==> src/rtl/ulsd_pkg.sv <==
/*
  Constants, state types and a helper function for the line-state and speed-detect block.
  Assumes a single 10 MHz system clock and line inputs that are asynchronous digital levels, synchronised before classifying.
*/
// Operation
// Repeat traffic between host and peripheral pairs
// D- pull-up at attach selects low speed
// D+ pull-up at attach selects full speed
// HS peripheral chirps K during reset SE0
// HS host answers chirp with KJ pairs
// Peripheral terminates after three KJ pairs
// Switch own terminations to mirror both ends
// LS/FS end of packet is SE0
// HS end of packet is seven ones
// HS SE0 between packets is idle
// J follows pull-up polarity at LS/FS
// HS J positive, K negative differential
// K is inverse of J encoding
// SE0 is both lines low
// Never repeat SE1 to other side
// Idle is J at LS/FS, none at HS
// First transition from idle sets direction
// Synchronise line inputs before classifying
package ulsd_pkg;

  //--------------------------------------------------------------------
  // Line states and speeds
  //--------------------------------------------------------------------
  typedef enum logic [1:0] {LS_SE0, LS_J, LS_K, LS_SE1} ulsd_line_e;
  typedef enum logic [1:0] {SPD_NONE, SPD_LOW, SPD_FULL, SPD_HIGH} ulsd_speed_e;

  //--------------------------------------------------------------------
  // Counts
  //--------------------------------------------------------------------
  localparam int unsigned CLK_HZ          = 10_000_000;  // System clock rate
  localparam int unsigned IDLE_TIMEOUT_US = 3;           // Long idle that releases direction
  localparam int unsigned IDLE_CYC        = (IDLE_TIMEOUT_US * CLK_HZ) / 1_000_000;
  localparam logic [7:0]  IDLE_CYC_T      = IDLE_CYC[7:0];
  localparam logic [2:0]  CHIRP_PAIRS_MIN = 3'h3;        // KJ pairs before HS terminations
  localparam logic [2:0]  HS_ONES_EOP     = 3'h7;        // Ones run ending an HS packet
  localparam logic [1:0]  SYNC_STAGES_RST = 2'h0;        // Synchroniser reset value

  //--------------------------------------------------------------------
  // Classify a pin pair for the current speed
  //--------------------------------------------------------------------
  function automatic ulsd_line_e ulsd_classify(input logic dp, input logic dm, input ulsd_speed_e spd);
    ulsd_line_e r;
    r = LS_SE0;
    if (dp && dm) begin
      r = LS_SE1;
    end else if (!dp && !dm) begin
      r = LS_SE0;
    end else if (spd == SPD_LOW) begin
      r = dm ? LS_J : LS_K;
    end else begin
      r = dp ? LS_J : LS_K;
    end
    return r;
  endfunction

endpackage

==> src/rtl/ulsd_if.sv <==
/*
  Interface carrying both synchronised pin pairs (host and peripheral) between the sampler and the main logic.
  Assumes both ends share the system clock.
*/
`timescale 1ns/1ps
interface ulsd_if;
  logic host_side_dplus;    // Synchronised host pair D+
  logic host_side_dminus;   // Synchronised host pair D-
  logic periph_side_dplus;  // Synchronised peripheral pair D+
  logic periph_side_dminus; // Synchronised peripheral pair D-
  modport src (output host_side_dplus, host_side_dminus, periph_side_dplus, periph_side_dminus);
  modport dst (input  host_side_dplus, host_side_dminus, periph_side_dplus, periph_side_dminus);
endinterface

==> src/rtl/ulsd_sync.sv <==
/*
  Two-stage synchroniser for the four line inputs.
  Assumes raw pins may change at any time relative to the clock.
*/
`timescale 1ns/1ps
module ulsd_sync
  import ulsd_pkg::*;
(
  input  wire logic i_sys_clk,  // System clock
  input  wire logic i_rst_n,    // Async reset, low active
  input  wire logic [3:0] i_pins, // Raw {hd+,hd-,pd+,pd-}
  ulsd_if.src       o_sync      // Synchronised pins
);
  //--------------------------------------------------------------------
  // Two flops; first stage feeds only the second
  //--------------------------------------------------------------------
  logic [3:0] meta_q;   // First stage
  logic [3:0] stab_q;   // Second stage

  always_ff @(posedge i_sys_clk or negedge i_rst_n) begin
    if (!i_rst_n) begin
      meta_q <= '0;
      stab_q <= '0;
    end else begin
      meta_q <= i_pins;
      stab_q <= meta_q;
    end
  end

  assign o_sync.host_side_dplus    = stab_q[3];
  assign o_sync.host_side_dminus   = stab_q[2];
  assign o_sync.periph_side_dplus  = stab_q[1];
  assign o_sync.periph_side_dminus = stab_q[0];
endmodule

==> src/rtl/ulsd_top.sv <==
/*
  Line-state classification, speed tracking, direction control and repeat logic.
  Assumes the pins are open-style: outputs act only while their enable is high, pull-ups external.
*/
`timescale 1ns/1ps
module ulsd_top
  import ulsd_pkg::*;
(
  input  wire logic i_sys_clk,              // System clock, 10 MHz
  input  wire logic i_rst_n,                // Async reset, low active
  input  wire logic i_host_side_dplus,      // Host pair D+ level
  input  wire logic i_host_side_dminus,     // Host pair D- level
  input  wire logic i_periph_side_dplus,    // Peripheral pair D+ level
  input  wire logic i_periph_side_dminus,   // Peripheral pair D- level
  input  wire logic i_hs_bit_valid,         // HS recovered bit strobe
  input  wire logic i_hs_bit,               // HS recovered NRZI-decoded bit
  output logic      o_host_side_dplus,      // Host pair D+ drive
  output logic      o_host_side_dminus,     // Host pair D- drive
  output logic      o_host_side_oe,         // Host pair drive enable
  output logic      o_periph_side_dplus,    // Peripheral pair D+ drive
  output logic      o_periph_side_dminus,   // Peripheral pair D- drive
  output logic      o_periph_side_oe,       // Peripheral pair drive enable
  output logic      o_host_side_hs_term,    // Host pair 45 ohm terminations on
  output logic      o_periph_side_hs_term,  // Peripheral pair 45 ohm terminations on
  output logic [1:0] o_speed,               // Negotiated speed
  output logic [1:0] o_dir,                 // 0 idle, 1 downstream, 2 upstream
  output logic      o_eop                   // End of packet pulse
);

  //--------------------------------------------------------------------
  // Synchronised inputs
  //--------------------------------------------------------------------
  ulsd_if sync_bus ();

  ulsd_sync u_sync (
    .i_sys_clk (i_sys_clk),
    .i_rst_n   (i_rst_n),
    .i_pins    ({i_host_side_dplus, i_host_side_dminus, i_periph_side_dplus, i_periph_side_dminus}),
    .o_sync    (sync_bus)
  );

  //--------------------------------------------------------------------
  // Speed and handshake state
  //--------------------------------------------------------------------
  typedef enum logic [2:0] {ST_DETACH, ST_FS_LS, ST_CHIRP_K, ST_HOST_KJ, ST_HS} ulsd_neg_e;
  typedef enum logic [1:0] {DIR_IDLE, DIR_DOWN, DIR_UP} ulsd_dir_e;

  ulsd_neg_e   neg_q, neg_d;       // Handshake progress
  ulsd_speed_e spd_q, spd_d;       // Current speed
  ulsd_dir_e   dir_q, dir_d;       // Transfer direction
  logic [2:0]  kj_cnt_q, kj_cnt_d; // KJ pairs seen from host
  logic        last_k_q;           // Host last showed K in chirp
  logic [7:0]  idle_q;             // Idle cycle counter
  logic [2:0]  ones_q;             // HS ones run
  ulsd_line_e  h_prev_q, p_prev_q; // Previous classifications

  // Current classifications
  wire ulsd_line_e h_ls = ulsd_classify(sync_bus.host_side_dplus, sync_bus.host_side_dminus, spd_q);
  wire ulsd_line_e p_ls = ulsd_classify(sync_bus.periph_side_dplus, sync_bus.periph_side_dminus, spd_q);

  // Idle per speed: J at LS/FS, no differential (SE0) at HS
  wire ulsd_line_e idle_ls = (spd_q == SPD_HIGH) ? LS_SE0 : LS_J;
  wire h_idle = (h_ls == idle_ls);
  wire p_idle = (p_ls == idle_ls);
  wire h_act  = (h_ls != h_prev_q) && (h_prev_q == idle_ls) && (h_ls != LS_SE1);
  wire p_act  = (p_ls != p_prev_q) && (p_prev_q == idle_ls) && (p_ls != LS_SE1);

  // End of packet detectors
  wire lsfs_eop = (spd_q != SPD_HIGH) && (spd_q != SPD_NONE)
                  && (h_prev_q == LS_SE0 || p_prev_q == LS_SE0)
                  && ((dir_q == DIR_DOWN && h_ls == LS_J) || (dir_q == DIR_UP && p_ls == LS_J));
  wire hs_eop   = (spd_q == SPD_HIGH) && i_hs_bit_valid && i_hs_bit
                  && (ones_q == HS_ONES_EOP - 3'h1);
  wire idle_to  = (idle_q == IDLE_CYC_T);

  //--------------------------------------------------------------------
  // Negotiation: attach polarity, chirp, KJ count
  //--------------------------------------------------------------------
  always_comb begin
    neg_d    = neg_q;
    spd_d    = spd_q;
    kj_cnt_d = kj_cnt_q;
    unique case (neg_q)
      ST_DETACH: begin
        if (sync_bus.periph_side_dminus && !sync_bus.periph_side_dplus) begin
          spd_d = SPD_LOW;
          neg_d = ST_FS_LS;
        end else if (sync_bus.periph_side_dplus && !sync_bus.periph_side_dminus) begin
          spd_d = SPD_FULL;
          neg_d = ST_FS_LS;
        end
      end
      ST_FS_LS: begin
        // Peripheral K during host reset SE0 is the chirp
        if (spd_q == SPD_FULL && h_ls == LS_SE0 && p_ls == LS_K) begin
          neg_d    = ST_CHIRP_K;
          kj_cnt_d = 3'h0;
        end
      end
      ST_CHIRP_K: begin
        // Full speed host ignores it; host K start means HS host
        if (h_ls == LS_K && p_ls != LS_K) begin
          neg_d = ST_HOST_KJ;
        end else if (p_ls == LS_J) begin
          neg_d = ST_FS_LS;
        end
      end
      ST_HOST_KJ: begin
        if (h_ls == LS_J && last_k_q && kj_cnt_q != 3'h7) begin
          kj_cnt_d = kj_cnt_q + 3'h1;
        end
        if (kj_cnt_q >= CHIRP_PAIRS_MIN) begin
          neg_d = ST_HS;
          spd_d = SPD_HIGH;
        end
      end
      ST_HS: begin
      end
    endcase
  end

  // Host SE0 at LS/FS is bus reset, not a packet; locking a direction then would hide the chirp
  wire bus_rst = (spd_q != SPD_HIGH) && (h_ls == LS_SE0);
  // Direction may only start in a settled speed, never during the chirp handshake
  wire dir_ok  = ((neg_q == ST_FS_LS) || (neg_q == ST_HS)) && !bus_rst;

  //--------------------------------------------------------------------
  // Direction control
  //--------------------------------------------------------------------
  always_comb begin
    dir_d = dir_q;
    if (dir_q == DIR_IDLE && dir_ok) begin
      if (h_act) begin
        dir_d = DIR_DOWN;
      end else if (p_act) begin
        dir_d = DIR_UP;
      end
    end else if (lsfs_eop || hs_eop || idle_to) begin
      dir_d = DIR_IDLE;
    end
  end

  //--------------------------------------------------------------------
  // State registers
  //--------------------------------------------------------------------
  always_ff @(posedge i_sys_clk or negedge i_rst_n) begin
    if (!i_rst_n) begin
      neg_q    <= ST_DETACH;
      spd_q    <= SPD_NONE;
      dir_q    <= DIR_IDLE;
      kj_cnt_q <= 3'h0;
      last_k_q <= 1'b0;
      h_prev_q <= LS_SE0;
      p_prev_q <= LS_SE0;
    end else begin
      neg_q    <= neg_d;
      spd_q    <= spd_d;
      dir_q    <= dir_d;
      kj_cnt_q <= kj_cnt_d;
      last_k_q <= (h_ls == LS_K) ? 1'b1 : ((h_ls == LS_J) ? 1'b0 : last_k_q);
      h_prev_q <= h_ls;
      p_prev_q <= p_ls;
    end
  end

  //--------------------------------------------------------------------
  // Idle timer and HS ones counter
  //--------------------------------------------------------------------
  always_ff @(posedge i_sys_clk or negedge i_rst_n) begin
    if (!i_rst_n) begin
      idle_q <= 8'h00;
      ones_q <= 3'h0;
    end else begin
      // Counts only while a direction is held, so it cannot free-run
      idle_q <= (dir_q != DIR_IDLE && h_idle && p_idle && !idle_to) ? idle_q + 8'h01 : 8'h00;
      if (i_hs_bit_valid) begin
        ones_q <= (i_hs_bit && ones_q != HS_ONES_EOP) ? ones_q + 3'h1 : 3'h0;
      end
    end
  end

  //--------------------------------------------------------------------
  // Repeat path: copy input pair to output pair, SE1 replaced by SE0
  //--------------------------------------------------------------------
  wire h_se1 = (h_ls == LS_SE1);
  wire p_se1 = (p_ls == LS_SE1);

  always_ff @(posedge i_sys_clk or negedge i_rst_n) begin
    if (!i_rst_n) begin
      o_host_side_dplus    <= 1'b0;
      o_host_side_dminus   <= 1'b0;
      o_host_side_oe       <= 1'b0;
      o_periph_side_dplus  <= 1'b0;
      o_periph_side_dminus <= 1'b0;
      o_periph_side_oe     <= 1'b0;
    end else begin
      o_periph_side_oe     <= (dir_d == DIR_DOWN);
      o_periph_side_dplus  <= sync_bus.host_side_dplus && !h_se1;
      o_periph_side_dminus <= sync_bus.host_side_dminus && !h_se1;
      o_host_side_oe       <= (dir_d == DIR_UP);
      o_host_side_dplus    <= sync_bus.periph_side_dplus && !p_se1;
      o_host_side_dminus   <= sync_bus.periph_side_dminus && !p_se1;
    end
  end

  //--------------------------------------------------------------------
  // Terminations: host side from host KJ on, peripheral side once HS
  //--------------------------------------------------------------------
  always_ff @(posedge i_sys_clk or negedge i_rst_n) begin
    if (!i_rst_n) begin
      o_host_side_hs_term   <= 1'b0;
      o_periph_side_hs_term <= 1'b0;
      o_speed               <= SPD_NONE;
      o_dir                 <= 2'h0;
      o_eop                 <= 1'b0;
    end else begin
      o_host_side_hs_term   <= (neg_d == ST_HOST_KJ) || (neg_d == ST_HS);
      o_periph_side_hs_term <= (neg_d == ST_HS);
      o_speed               <= spd_d;
      o_dir                 <= dir_d;
      o_eop                 <= lsfs_eop || hs_eop;
    end
  end

endmodule

==> config.mk <==
export PLATFORM = sky130hd
export DESIGN_NAME = ulsd_top
export DESIGN_NICKNAME = d
export VERILOG_FILES = /design/src/rtl/ulsd_pkg.sv /design/src/rtl/ulsd_if.sv /design/src/rtl/ulsd_sync.sv /design/src/rtl/ulsd_top.sv
export SDC_FILE = /design/constraint.sdc
export NUM_CORES = 1
export LEC_CHECK = 0
export BUFFER_PORTS_ARGS = -buffer_cell sky130_fd_sc_hd__buf_4
export CORE_ASPECT_RATIO = 1.25
export CORE_UTILIZATION = 48
export CTS_CLUSTER_DIAMETER = 80
export DETAILED_ROUTE_END_ITERATION = 12
export HOLD_SLACK_MARGIN = 0.03
export PLACE_DENSITY = 0.71
export SYNTH_ARGS = -nofsm -noshare
export SYNTH_HDL_FRONTEND = slang
export SYNTH_HIERARCHICAL = 1
export SYNTH_SLANG_ARGS = --single-unit
==> constraint.sdc <==
create_clock -name i_sys_clk -period 2.45 [get_ports i_sys_clk]
set_input_delay 0.245 -clock i_sys_clk [delete_from_list [all_inputs] [get_ports i_sys_clk]]
set_output_delay 0.245 -clock i_sys_clk [all_outputs]
set_load 0.02 [all_outputs]
After elaboration in Yosys (flattened, before gate mapping)

Cells that the tools add are included.
Widths: inputs -> output; s select.

Register bits after elaboration: 43
Output and inout port bits: 13
Word-level logic and storage cells: 154

$add $sub $neg: 3
Order comparisons: 1
Eq/ne operators: 37
Multiplexer cells: 33
Reduce and logical (&&, ||, !) cells: 60

Operator list:

| operator            | count |
|---|---|
| $logic_and 1x1->1   | 34 |
| $mux 2              | 17 |
| $mux 3              | 9 |
| $eq 2x2->1 const B  | 8 |
| $ne 2x2->1 const B  | 7 |
| $pmux 3 s4          | 1 |
| $eq 2x1->1 const B  | 5 |
| $reduce_bool 2->1   | 5 |
| $eq 3x2->1 const B  | 3 |
| $eq 3x3->1 const B  | 3 |
| $ne 3x3->1 const B  | 3 |
| $add 8x1->8 const B | 1 |
| $eq 2x1->1          | 4 |
| $eq 8x5->1 const B  | 1 |
| $logic_not 1->1     | 8 |
| $logic_not 2->1     | 4 |
| $mux 8              | 1 |
| $add 3x1->3 const B | 2 |
| $logic_or 1x1->1    | 6 |
| $pmux 3 s2          | 1 |
| $reduce_and 3->1    | 2 |
| $ne 2x2->1          | 2 |
| $pmux 2 s2          | 1 |
| $eq 3x1->1 const B  | 1 |
| other kinds (3)     | 5 |

Depth between registers and ports, before layout

Gate-level depths: netlist (run 1).

Depth after elaboration: 13
Gate-level depth with buffers: 13
Gate-level depth less buffers: 11

Modules after synthesis

Netlist (run 1), hierarchy kept.

By module, submodules not included:

| module    | times used | cells each | area an instance (um^2) | sequential area each (um^2) |
|---|---|---|---|---|
| ulsd_top  | 1          | 206        | 2037.0                  | 875.8 |
| ulsd_sync | 1          | 8          | 200.2                   | 200.2 |

Worst setup path after synthesis (run 1)

OpenSTA, ideal clock, no wires.

Kind: register to register
Start point: register, netlist name o_speed[1]
End point: register o_host_side_hs_term
Setup time: 65 ps
Data arrival time: 2413 ps
Data required time: 2385 ps
Setup slack: -28 ps
Cell stages (with the launch flop): 13
Path buffers: 2
Period minus slack after synthesis: 2478 ps
Cells stage by stage: dfrtp_1 > inv_1 > ha_1 > buf_6 > buf_2 > a21o_1 > inv_1 > ha_1 > nor2_1 > a22oi_1 > nand4b_1 > a2111oi_1 > a21o_1

RTL lines:

| item                   | line            | text |
|---|---|---|
| end signal: assignment | ulsd_top.sv:217 | `o_host_side_hs_term <= (neg_d == ST_HOST_KJ) \|\| (neg_d == ST_HS);` |
| end: declaration       | ulsd_top.sv:23  | `output logic o_host_side_hs_term,` |

==> run metrics, run 1 <==
status finished clean; leakage 1.22 nW; DR WL/cell 13.6 µm; grt total ovfl 0; antenna violations before repair 0; worst vdd ir 0.000525 V; Layout area overhead 15.6%; first-pass GRT wire length 6.82 mm; CTS Buffer Depth 2; slowest stage delay, CP 0.47 ns; CTS tree yes; fill count between 300 and 400; post-route insts no fill 296; CP max FO 5; placed cell areas 0.00245 mm²; CP Capture Type flip-flop; Detail Placement HPWL roughly 2.8 mm; hold crit path type in2reg; Hold Path End u_sync/meta_q[3]; hold depth 1; power per cell area 995 mW/mm²; Starting DRT DRC Count roughly 100; Seq/Total Area, Yosys 48.1%; Bufs and invs on worst path 2; Slew @ Worst Pin 0.693 ns; most common cell after layout, fill and taps aside dfrtp_1; H-tree lvl count 2; CP arrival 2.49 ns; CTS clk-pin slew, worst paths 0.08 ns; final setup fails 0; synth unique cells 55; Num CTS Buffers 5; most used cell, CP inv_1; Die Y-Extent ~78 µm; Syn Inst Count 214; footprint of the multi-input gates 0.00108 mm²; CP required about 2.7 ns; Initial Util 50.6%; cell row count 27; vias in the first global route 1460; Post-synth EDFFs 0; NumNets Final around 260; Post-synth ARST share 100%; largest net degree at the start of global routing 44; Synth Register Bits 43; Core Box Area 0.00443 mm²; routed vias/inst approximately 5.4; Final period util 93.6%; worst flop-to-flop path endpoint o_host_side_hs_term; top_reg_cell synth dfrtp_1; headroom to the max-slew limit about 53%; clk root buf clkbuf_8; Mapped Area 0.00224 mm²; cell family with the largest share of critical-path delay simple AND/OR/NAND/NOR gates; chip width 63.1 µm; antenna-violating nets left 0; crit path max-delay cell type or3b_2; Syn Area/Cell roughly 10 µm²; Worst R2R Start o_speed[1]; Startpoint Class flip-flop; register area 0.00108 mm²; Design Power 2.57 mW; most frequent cells in the layout dfrtp_1 (41), buf_4 (25), nor2_1 (20), ha_1 (16), inv_1 (13); r2r setup slk 0.16 ns; crit path cell chain inv_1 > ha_1 > nor2b_1 > a21oi_1 > inv_1 > ha_2 > or3b_2 > nand4b_1 > a2111oi_4 > a21o_1; Setup Skew about 0.015 ns; final wirelength approximately 4.0 mm; I/O Buffers 20; TNS Setup 0 ns; Pre-antenna DRT Iters 4; Synth Net Count ~240; routability cong. about 0.79; ratio of cells with drive above 1 in the final layout 19.3%; clk sinks between 40 and 50; WHS 0.0573 ns; hold_sp i_host_side_dplus; gr usage total 17.9%; drt drc 0; yosys warns 6; worst skew pair latency 0.30 ns; placed cell count 287; Crit Path Class reg2reg; total number of vias 1585; post-route design area 0.00259 mm²; Final min period 2.29 ns; Final Hold Fails 0; n_diodes 0; R2R cell count 10; max cap viols 0; Final Max Slew Viols 0; die outline area 0.00494 mm²; io pins 21; Max Freq 0.436 GHz
what timing repair did:
item,4_1_cts,5_1_grt
buffers inserted,0,0
hold buffers,1,0
setup endpoints to repair,0,2
hold endpoints to repair,43,0
resized for setup,0,4
through the flow:
step	worst slack (ns)	utilization (%)
global route	-0.00372	58.4
detailed placement	0.0987	55.3
global placement	0.193	55.3
CTS	0.0787	58.0
finish	0.156	58.4
floorplan	0.00500	-
worst max path at each step:
| stage | from | end | slack, ns | cells after the start |
|---|---|---|---|---|
| after floorplan | o_speed[0] | o_host_side_hs_term | 0.005 | 12 |
| after global placement | o_speed[0] | o_host_side_hs_term | 0.19 | 10 |
| after detailed placement | o_speed[0] | o_host_side_hs_term | 0.1 | 10 |
| after CTS | o_speed[0] | o_host_side_hs_term | 0.08 | 10 |
| after global routing | o_speed[1] | o_host_side_hs_term | -0.004 | 10 |
| final | o_speed[1] | o_host_side_hs_term | 0.16 | 10 |
synth_stat cells, drive strengths merged, types with 3 or more instances:
master	count	share of area (%)
a211oi	4	1.6
a21o	3	1.0
a21oi	8	2.0
and2	3	0.84
and3	3	0.84
buf	6	1.6
clkbuf	4	0.67
dfrtp	43	48
ha	17	9.5
inv	13	2.2
nand2	9	1.5
nand2b	6	1.7
nand3	7	1.6
nand4b	3	1.2
nor2	21	3.6
nor2b	8	2.2
nor3	3	0.67
nor4b	3	1.2
o21ai	10	2.4
xnor2	3	1.2
xor2	5	2.0
cells by family after synthesis:
| logic type | count (synthesis) | share of synthesized area (%) |
|---|---|---|
| and+or+nand+nor | 81 | 20.7 |
| xor gates and xnor gates | 8 | 3.13 |
| adders and majority gates | 17 | 9.51 |
| AOI/OAI and AO/OA | 40 | 13.1 |
| muxes | 2 | 1.01 |
| DFF | 43 | 48.1 |
| buffers and inverters | 23 | 4.42 |
routing by layer:
layer | wire, µm | part of all wire [%] | vias up | track usage [%]
li1 | - | - | 791 | -
met1 | 1920 | 48 | 754 | 23.4
met2 | 1870 | 46 | 34 | 28.1
met3 | 167 | 4.1 | 6 | 4.65
met4 | 68 | 1.7 | 0 | 6.98
met5 | 0 | 0 | - | 0
registers in the layout, summed over array words and instances (netlist names):
signal                 count
idle_q                     8
u_sync/meta_q              4
u_sync/stab_q              4
kj_cnt_q                   3
neg_q                      3
ones_q                     3
h_prev_q                   2
o_dir                      2
o_speed                    2
p_prev_q                   2
last_k_q                   1
o_eop                      1
o_host_side_dminus         1
o_host_side_dplus          1
o_host_side_hs_term        1
o_host_side_oe             1
o_periph_side_dminus       1
o_periph_side_dplus        1
o_periph_side_hs_term      1
o_periph_side_oe           1
final cells by class:
type	instances	share of cell area, %
clock buffer	7	2.95
clock inverter	1	1.16
inverter	13	1.89
multi-input combinational	148	41.8
sequential	43	41.7
tap	58	2.81
timing repair buffer	26	7.64
power breakdown:
part | internal, mW | total, mW | switching [mW]
combinational | 0.470 | 1.01 | 0.539
sequential | 0.863 | 1.03 | 0.172
clock | 0.305 | 0.531 | 0.226
total | 1.64 | 2.57 | 0.937
No activity file was read; power rests on OpenSTA's default activity.
==> inputs of run 2 (changes only) <==
--- a/config.mk
+++ b/config.mk
@@ -11,7 +11,7 @@
 export CTS_CLUSTER_DIAMETER = 80
 export DETAILED_ROUTE_END_ITERATION = 12
 export HOLD_SLACK_MARGIN = 0.03
-export PLACE_DENSITY = 0.71
+export PLACE_DENSITY = 0.67
 export SYNTH_ARGS = -nofsm -noshare
 export SYNTH_HDL_FRONTEND = slang
 export SYNTH_HIERARCHICAL = 1
==> constraint.sdc (replaced) <==
create_clock -name i_sys_clk -period 1.9 [get_ports i_sys_clk]
set_input_delay 0.19 -clock i_sys_clk [delete_from_list [all_inputs] [get_ports i_sys_clk]]
set_output_delay 0.19 -clock i_sys_clk [all_outputs]
set_load 0.02 [all_outputs]
==> run metrics, run 2 (synthesized netlist as in run 1, its figures left out) <==
status finished, violations left; failing checks setup timing; grt total ovfl 0 (unchanged); met3 Usage GRT 4.51% (-0.15 points); clk root buf clkbuf_8; leakage 1.39 nW (+14%); crit path setup slack, layout -0.124 ns (-0.280 ns); placed cell count 310 (+8.0%); Startpoint Class flip-flop; hold crit path type in2reg; Core Box Area 0.00443 mm² (unchanged); CP required 2.14 ns (-0.51 ns); Combinational Power Share 51.3% (+12 points); final setup fails 8 (+8); total number of vias 1746 (+10%); first-pass GRT wire length 7.79 mm (+14%); Clk network pwr share 14.5% (-6.1 points); headroom to the max-slew limit 64.5% (+11 points); chip width 63.1 µm (unchanged); Cell Int Power 2.40 mW (+47%); footprint of the multi-input gates 0.00123 mm² (+14%); Initial Util 50.6% (unchanged); ratio of cells with drive above 1 in the final layout 36.5% (+17 points); antenna violations before repair 0 (unchanged); I/O Buffers 20 (unchanged); Layout area overhead 33.7%; Setup Skew 0.00858 ns (-0.00611 ns); worst skew pair latency 0.29 ns (about the same); max reg flops 8 (unchanged); worst vdd ir 0.000637 V (+21%); power per cell area 1290 mW/mm² (+30%); Num CTS Buffers 5 (unchanged); Biggest register idle_q; Pre-antenna DRT Iters 4 (unchanged); met1 usage 26.7% (+3.2 points); most frequent cells in the layout buf_4 (51), dfrtp_1 (41), nor2_1 (15), ha_1 (12), inv_1 (10); Sequential Power Share 34.2% (-6.0 points); most common cell after layout, fill and taps aside buf_4; routed vias/inst 5.31 (-0.89%); io pins 21 (unchanged); NetSw 1.46 mW (+56%); CTS Buffer Depth 2 (unchanged); antenna-violating nets left 0 (unchanged); CP Capture Type flip-flop; drt drc 0 (unchanged); largest net degree at the start of global routing 44 (unchanged); H-tree lvl count 2 (unchanged); Final Max Slew Viols 0 (unchanged); Final min period 2.02 ns (-0.270 ns); CTS clk-pin slew, worst paths 0.08 ns (about the same); gr usage total 20.4% (+2.6 points); Detail Placement HPWL 3.16 mm (+11%); Die Y-Extent 78.3 µm (unchanged); Final period util 107% (+13 points); die outline area 0.00494 mm² (unchanged); pre-CTS WS -0.159 ns (-0.257 ns); met2 usage 33.2% (+5.2 points); cell row count 27 (unchanged); NumNets Final 295 (+13%); busiest layer in global routing met2; post-route insts no fill 329 (+11%); CP arrival 2.26 ns (-0.23 ns); CP max FO 5 (unchanged); top flop regs idle_q: 8 flops, u_sync/meta_q: 4 flops, u_sync/stab_q: 4 flops; vias in the first global route 1687 (+16%); Slew @ Worst Pin 0.532 ns (-0.160 ns); max cap viols 0 (unchanged); n_diodes 0 (unchanged); Crit Path Class reg2reg; CTS tree yes; switching power share of the total 37.8% (+1.5 points); DR WL/cell 14.2 µm (+4.6%); register area 0.00108 mm² (unchanged); clk sinks 43 (unchanged); fill count 345 (-9.7%); routability cong. 0.838 (+6.1%); Starting DRT DRC Count 96 (-5.9%); Final Hold Fails 0 (unchanged); RSZ-0062 raised after global routing true; Max Freq 0.494 GHz (+13%); final wirelength 4.69 mm (+16%)
[run 2: layer usage]
metal  up-vias  share of wire [%]
li1        857                  -
met2        32                 50
met3         6                3.2
met5         -                  0
met4         0                1.2
met1       851                 45
[run 2: layout make-up]
class	count	share of cell area (%)
clock buffer	6	2.43
clock inverter	2	0.418
inverter	13	1.71
multi-input combinational	148	41.1
sequential	43	36.1
tap	58	2.43
timing repair buffer	59	15.9
[run 2: critical path: stages (launching register included)]
cell       delay, ns
dfrtp_2         0.46
ha_4            0.20
nor2b_1         0.15
a21oi_2         0.06
inv_2           0.08
ha_4            0.14
nor2_1          0.04
a22oi_1         0.17
nand4b_1        0.18
a2111oi_4       0.34
a21o_1          0.15
[run 2: power by group through the flow]
| stage | logic, mW | registers (mW) | clock network, mW |
|---|---|---|---|
| 2_1_floorplan | 0.955 | 1.38 | 0 |
| 3_3_place_gp | 1.66 | 1.32 | 0 |
| 3_5_place_dp | 1.68 | 1.33 | 0 |
| 4_1_cts | 1.85 | 1.31 | 0.590 |
| 5_1_grt | 2.16 | 1.35 | 0.631 |
| 6_report | 1.98 | 1.32 | 0.561 |
[run 2: metrics by stage]
step | TNS, ns | instance area, µm² | hold WS (ns) | util, % | power, mW
finish | -0.610 | 2990 | 0.121 | 67.6 | 3.86
global route | -1.46 | 2990 | 0.111 | 67.6 | 4.14
CTS | -0.939 | 2900 | 0.114 | 65.5 | 3.75
detailed placement | -0.728 | 2680 | 0.212 | 60.6 | 3.00
global placement | -0.379 | 2680 | 0.211 | 60.6 | 2.98
floorplan | -1.04 | 2300 | -0.106 | - | 2.33
[run 2: final timing paths]
kind	start	endpoint	slack (ns)	depth (start not counted)
max in group asynchronous	i_rst_n	o_speed[1]	1.09	2
min reg2reg	u_sync/meta_q[0]	u_sync/stab_q[0]	0.35	0
min	i_hs_bit_valid	ones_q[0]	0.12	2
max	o_speed[0]	o_host_side_hs_term	-0.12	10
min in group asynchronous	i_rst_n	ones_q[0]	0.41	2
max reg2reg	o_speed[0]	o_host_side_hs_term	-0.12	10
[run 2: timing repair]
item                       CTS  global route
setup buffers                5             1
hold endpoints to repair    47             0
gates resized for setup     10            17
pin swaps                   15            14
hold buffers                 5             0
setup endpoints to repair   10            20
==> inputs of run 3 (changes only) <==
--- a/config.mk
+++ b/config.mk
@@ -12,6 +12,8 @@
 export DETAILED_ROUTE_END_ITERATION = 12
 export HOLD_SLACK_MARGIN = 0.03
 export PLACE_DENSITY = 0.67
+export REMOVE_ABC_BUFFERS = 1
+export SETUP_SLACK_MARGIN = 0.02
 export SYNTH_ARGS = -nofsm -noshare
 export SYNTH_HDL_FRONTEND = slang
 export SYNTH_HIERARCHICAL = 1
==> run metrics, run 3 (synthesized netlist as in run 1, its figures left out) <==
worst vdd ir 0.000714 V (+12%); CP required 2.13 ns (about the same); Initial Util 50.6% (unchanged); max reg flops 8 (unchanged); Max Freq 0.474 GHz (-4.0%); CP arrival 2.34 ns (+0.08 ns); power per cell area 1300 mW/mm² (+0.45%); NumNets Final 299 (+1.4%); Final Hold Fails 0 (unchanged); CTS tree yes; n_diodes 0 (unchanged); failing checks setup timing; Core Box Area 0.00443 mm² (unchanged); Detail Placement HPWL 3.09 mm (-2.0%); worst flop-to-flop path endpoint o_host_side_hs_term; crit path max-delay cell type a2111oi_4; Setup Skew 0.00482 ns (-0.00376 ns); Starting DRT DRC Count 46 (-52%); most common cell after layout, fill and taps aside buf_4; final wirelength 5.10 mm (+8.8%); Biggest register idle_q; Combinational Power Share 53.3% (+2.0 points); Final min period 2.11 ns (+0.0838 ns); max cap viols 0 (unchanged); routed vias/inst 5.51 (+3.8%); routability cong. 0.838 (about the same); Layout area overhead 40.9%; final setup fails 17 (+9); Sequential Power Share 32.8% (-1.4 points); largest net degree at the start of global routing 44 (unchanged); grt total ovfl 0 (unchanged); H-tree lvl count 2 (unchanged); fill count 318 (-7.8%); Num CTS Buffers 5 (unchanged); post-route design area 0.00315 mm² (+5.4%); Cell Int Power 2.53 mW (+5.2%); RSZ-0062 raised after global routing true; WHS 0.129 ns (+0.00784 ns); cell row count 27 (unchanged); total number of vias 1828 (+4.7%); placed cell areas 0.00259 mm² (-3.5%); status finished, violations left; Die Y-Extent 78.3 µm (unchanged); first-pass GRT wire length 7.77 mm (-0.27%); crit path cell chain inv_2 > ha_4 > nor2b_1 > a21o_1 > inv_2 > ha_4 > nor2_2 > a22oi_1 > nand4b_1 > a2111oi_4 > a21o_1; crit path setup slack, layout -0.208 ns (-0.0838 ns); drt drc 0 (unchanged); Final period util 111% (+4.4 points); antenna-violating nets left 0 (unchanged); ratio of cells with drive above 1 in the final layout 41.2% (+4.7 points); CTS Buffer Depth 2 (unchanged); gr usage total 20.6% (+0.13 points); Design Power 4.09 mW (+5.9%); clk sinks 43 (unchanged); Crit Path Class reg2reg; CTS clk-pin slew, worst paths 0.07 ns (about the same); headroom to the max-slew limit 65.6% (+1.1 points); CP max FO 4 (-1); R2R cell count 11 (+1); hold crit path type in2reg; I/O Buffers 20 (unchanged); Pre-antenna DRT Iters 5 (+1); r2r setup slk -0.21 ns (-0.08 ns); Final Max Slew Viols 0 (unchanged); Hold Path End ones_q[0]; hold_sp i_hs_bit_valid; CP Capture Type flip-flop; DR WL/cell 15.3 µm (+7.8%); Worst R2R Start o_speed[1]; Core Util, Final 71.2% (+3.6 points); worst skew pair latency 0.29 ns (about the same); top flop regs idle_q: 8 flops, u_sync/meta_q: 4 flops, u_sync/stab_q: 4 flops; clk root buf clkbuf_8; NetSw 1.56 mW (+7.0%); chip width 63.1 µm (unchanged); Startpoint Class flip-flop; io pins 21 (unchanged); Clk network pwr share 13.9% (-0.6 points); switching power share of the total 38.2% (+0.39 points); hold depth 2 (unchanged); Slew @ Worst Pin 0.511 ns (-0.0214 ns); vias in the first global route 1704 (+1.0%); slowest stage delay, CP 0.40 ns (-0.06 ns); antenna violations before repair 0 (unchanged); die outline area 0.00494 mm² (unchanged); most frequent cells in the layout buf_4 (46), dfrtp_1 (42), ha_1 (12), buf_6 (12), inv_1 (10); leakage 1.45 nW (+4.1%)
run 3: critical path: cells and delay by family, from the launching register on:
kind / cells / cell delay [ns]
buf+inv: 2 / 0.17
fa+ha+maj: 2 / 0.31
flops: 1 / 0.39
simple gates: 3 / 0.26
compound gates: 4 / 0.92
run 3: what timing repair did:
action                     4_1_cts  5_1_grt
gates resized for setup         21       52
buffers inserted                 7        7
setup endpoints to repair       12       21
hold buffers                     5        0
pin swaps                       23       20
hold endpoints to repair        47        0
run 3: stage by stage:
step | instances | setup TNS [ns] | setup WS (ns)
3_5_place_dp | 306 | -1.37 | -0.320
3_3_place_gp | 306 | -1.09 | -0.236
2_1_floorplan | 204 | -2.50 | -0.574
6_report | 332 | -1.22 | -0.208
5_1_grt | 332 | -2.78 | -0.285
4_1_cts | 325 | -0.692 | -0.164
run 3: layer usage:
| metal | GRT usage [%] | share of wire (%) | up-vias | wire length [µm] |
|---|---|---|---|---|
| met5 | 0 | 0 | - | 0 |
| met1 | 25.8 | 41 | 898 | 2100 |
| met4 | 9.53 | 2.3 | 0 | 118 |
| li1 | - | - | 867 | - |
| met2 | 34.2 | 52 | 53 | 2670 |
| met3 | 3.63 | 4.0 | 10 | 206 |
run 3: power by group through the flow:
stage               clock network [mW]  registers [mW]  logic (mW)
finish                           0.570            1.34        2.18
global route                     0.631            1.37        2.32
CTS                              0.596            1.32        1.73
detailed placement                   0            1.32        1.47
global placement                     0            1.31        1.45
floorplan                            0            1.39       0.785
run 3: layout make-up:
cell class	instances	area [µm²]	area share [%]
flip-flops and latches	43	1080	34.2
repair buffers	63	531	16.8
multi-input cells	148	1340	42.4
clock buffers	6	82.6	2.62
clock inverters	1	5.00	0.159
inverters	13	48.8	1.55
well taps	58	72.6	2.30
run 3: how the worst max path moves through the flow:
stage          cells after the start             endpoint        from
3_3_place_gp                      11  o_host_side_hs_term  o_speed[1]
5_1_grt                           11  o_host_side_hs_term  o_speed[1]
4_1_cts                           11  o_host_side_hs_term  o_speed[1]
6_report                          11  o_host_side_hs_term  o_speed[1]
3_5_place_dp                      11  o_host_side_hs_term  o_speed[1]
2_1_floorplan                     11  o_host_side_hs_term  o_speed[1]
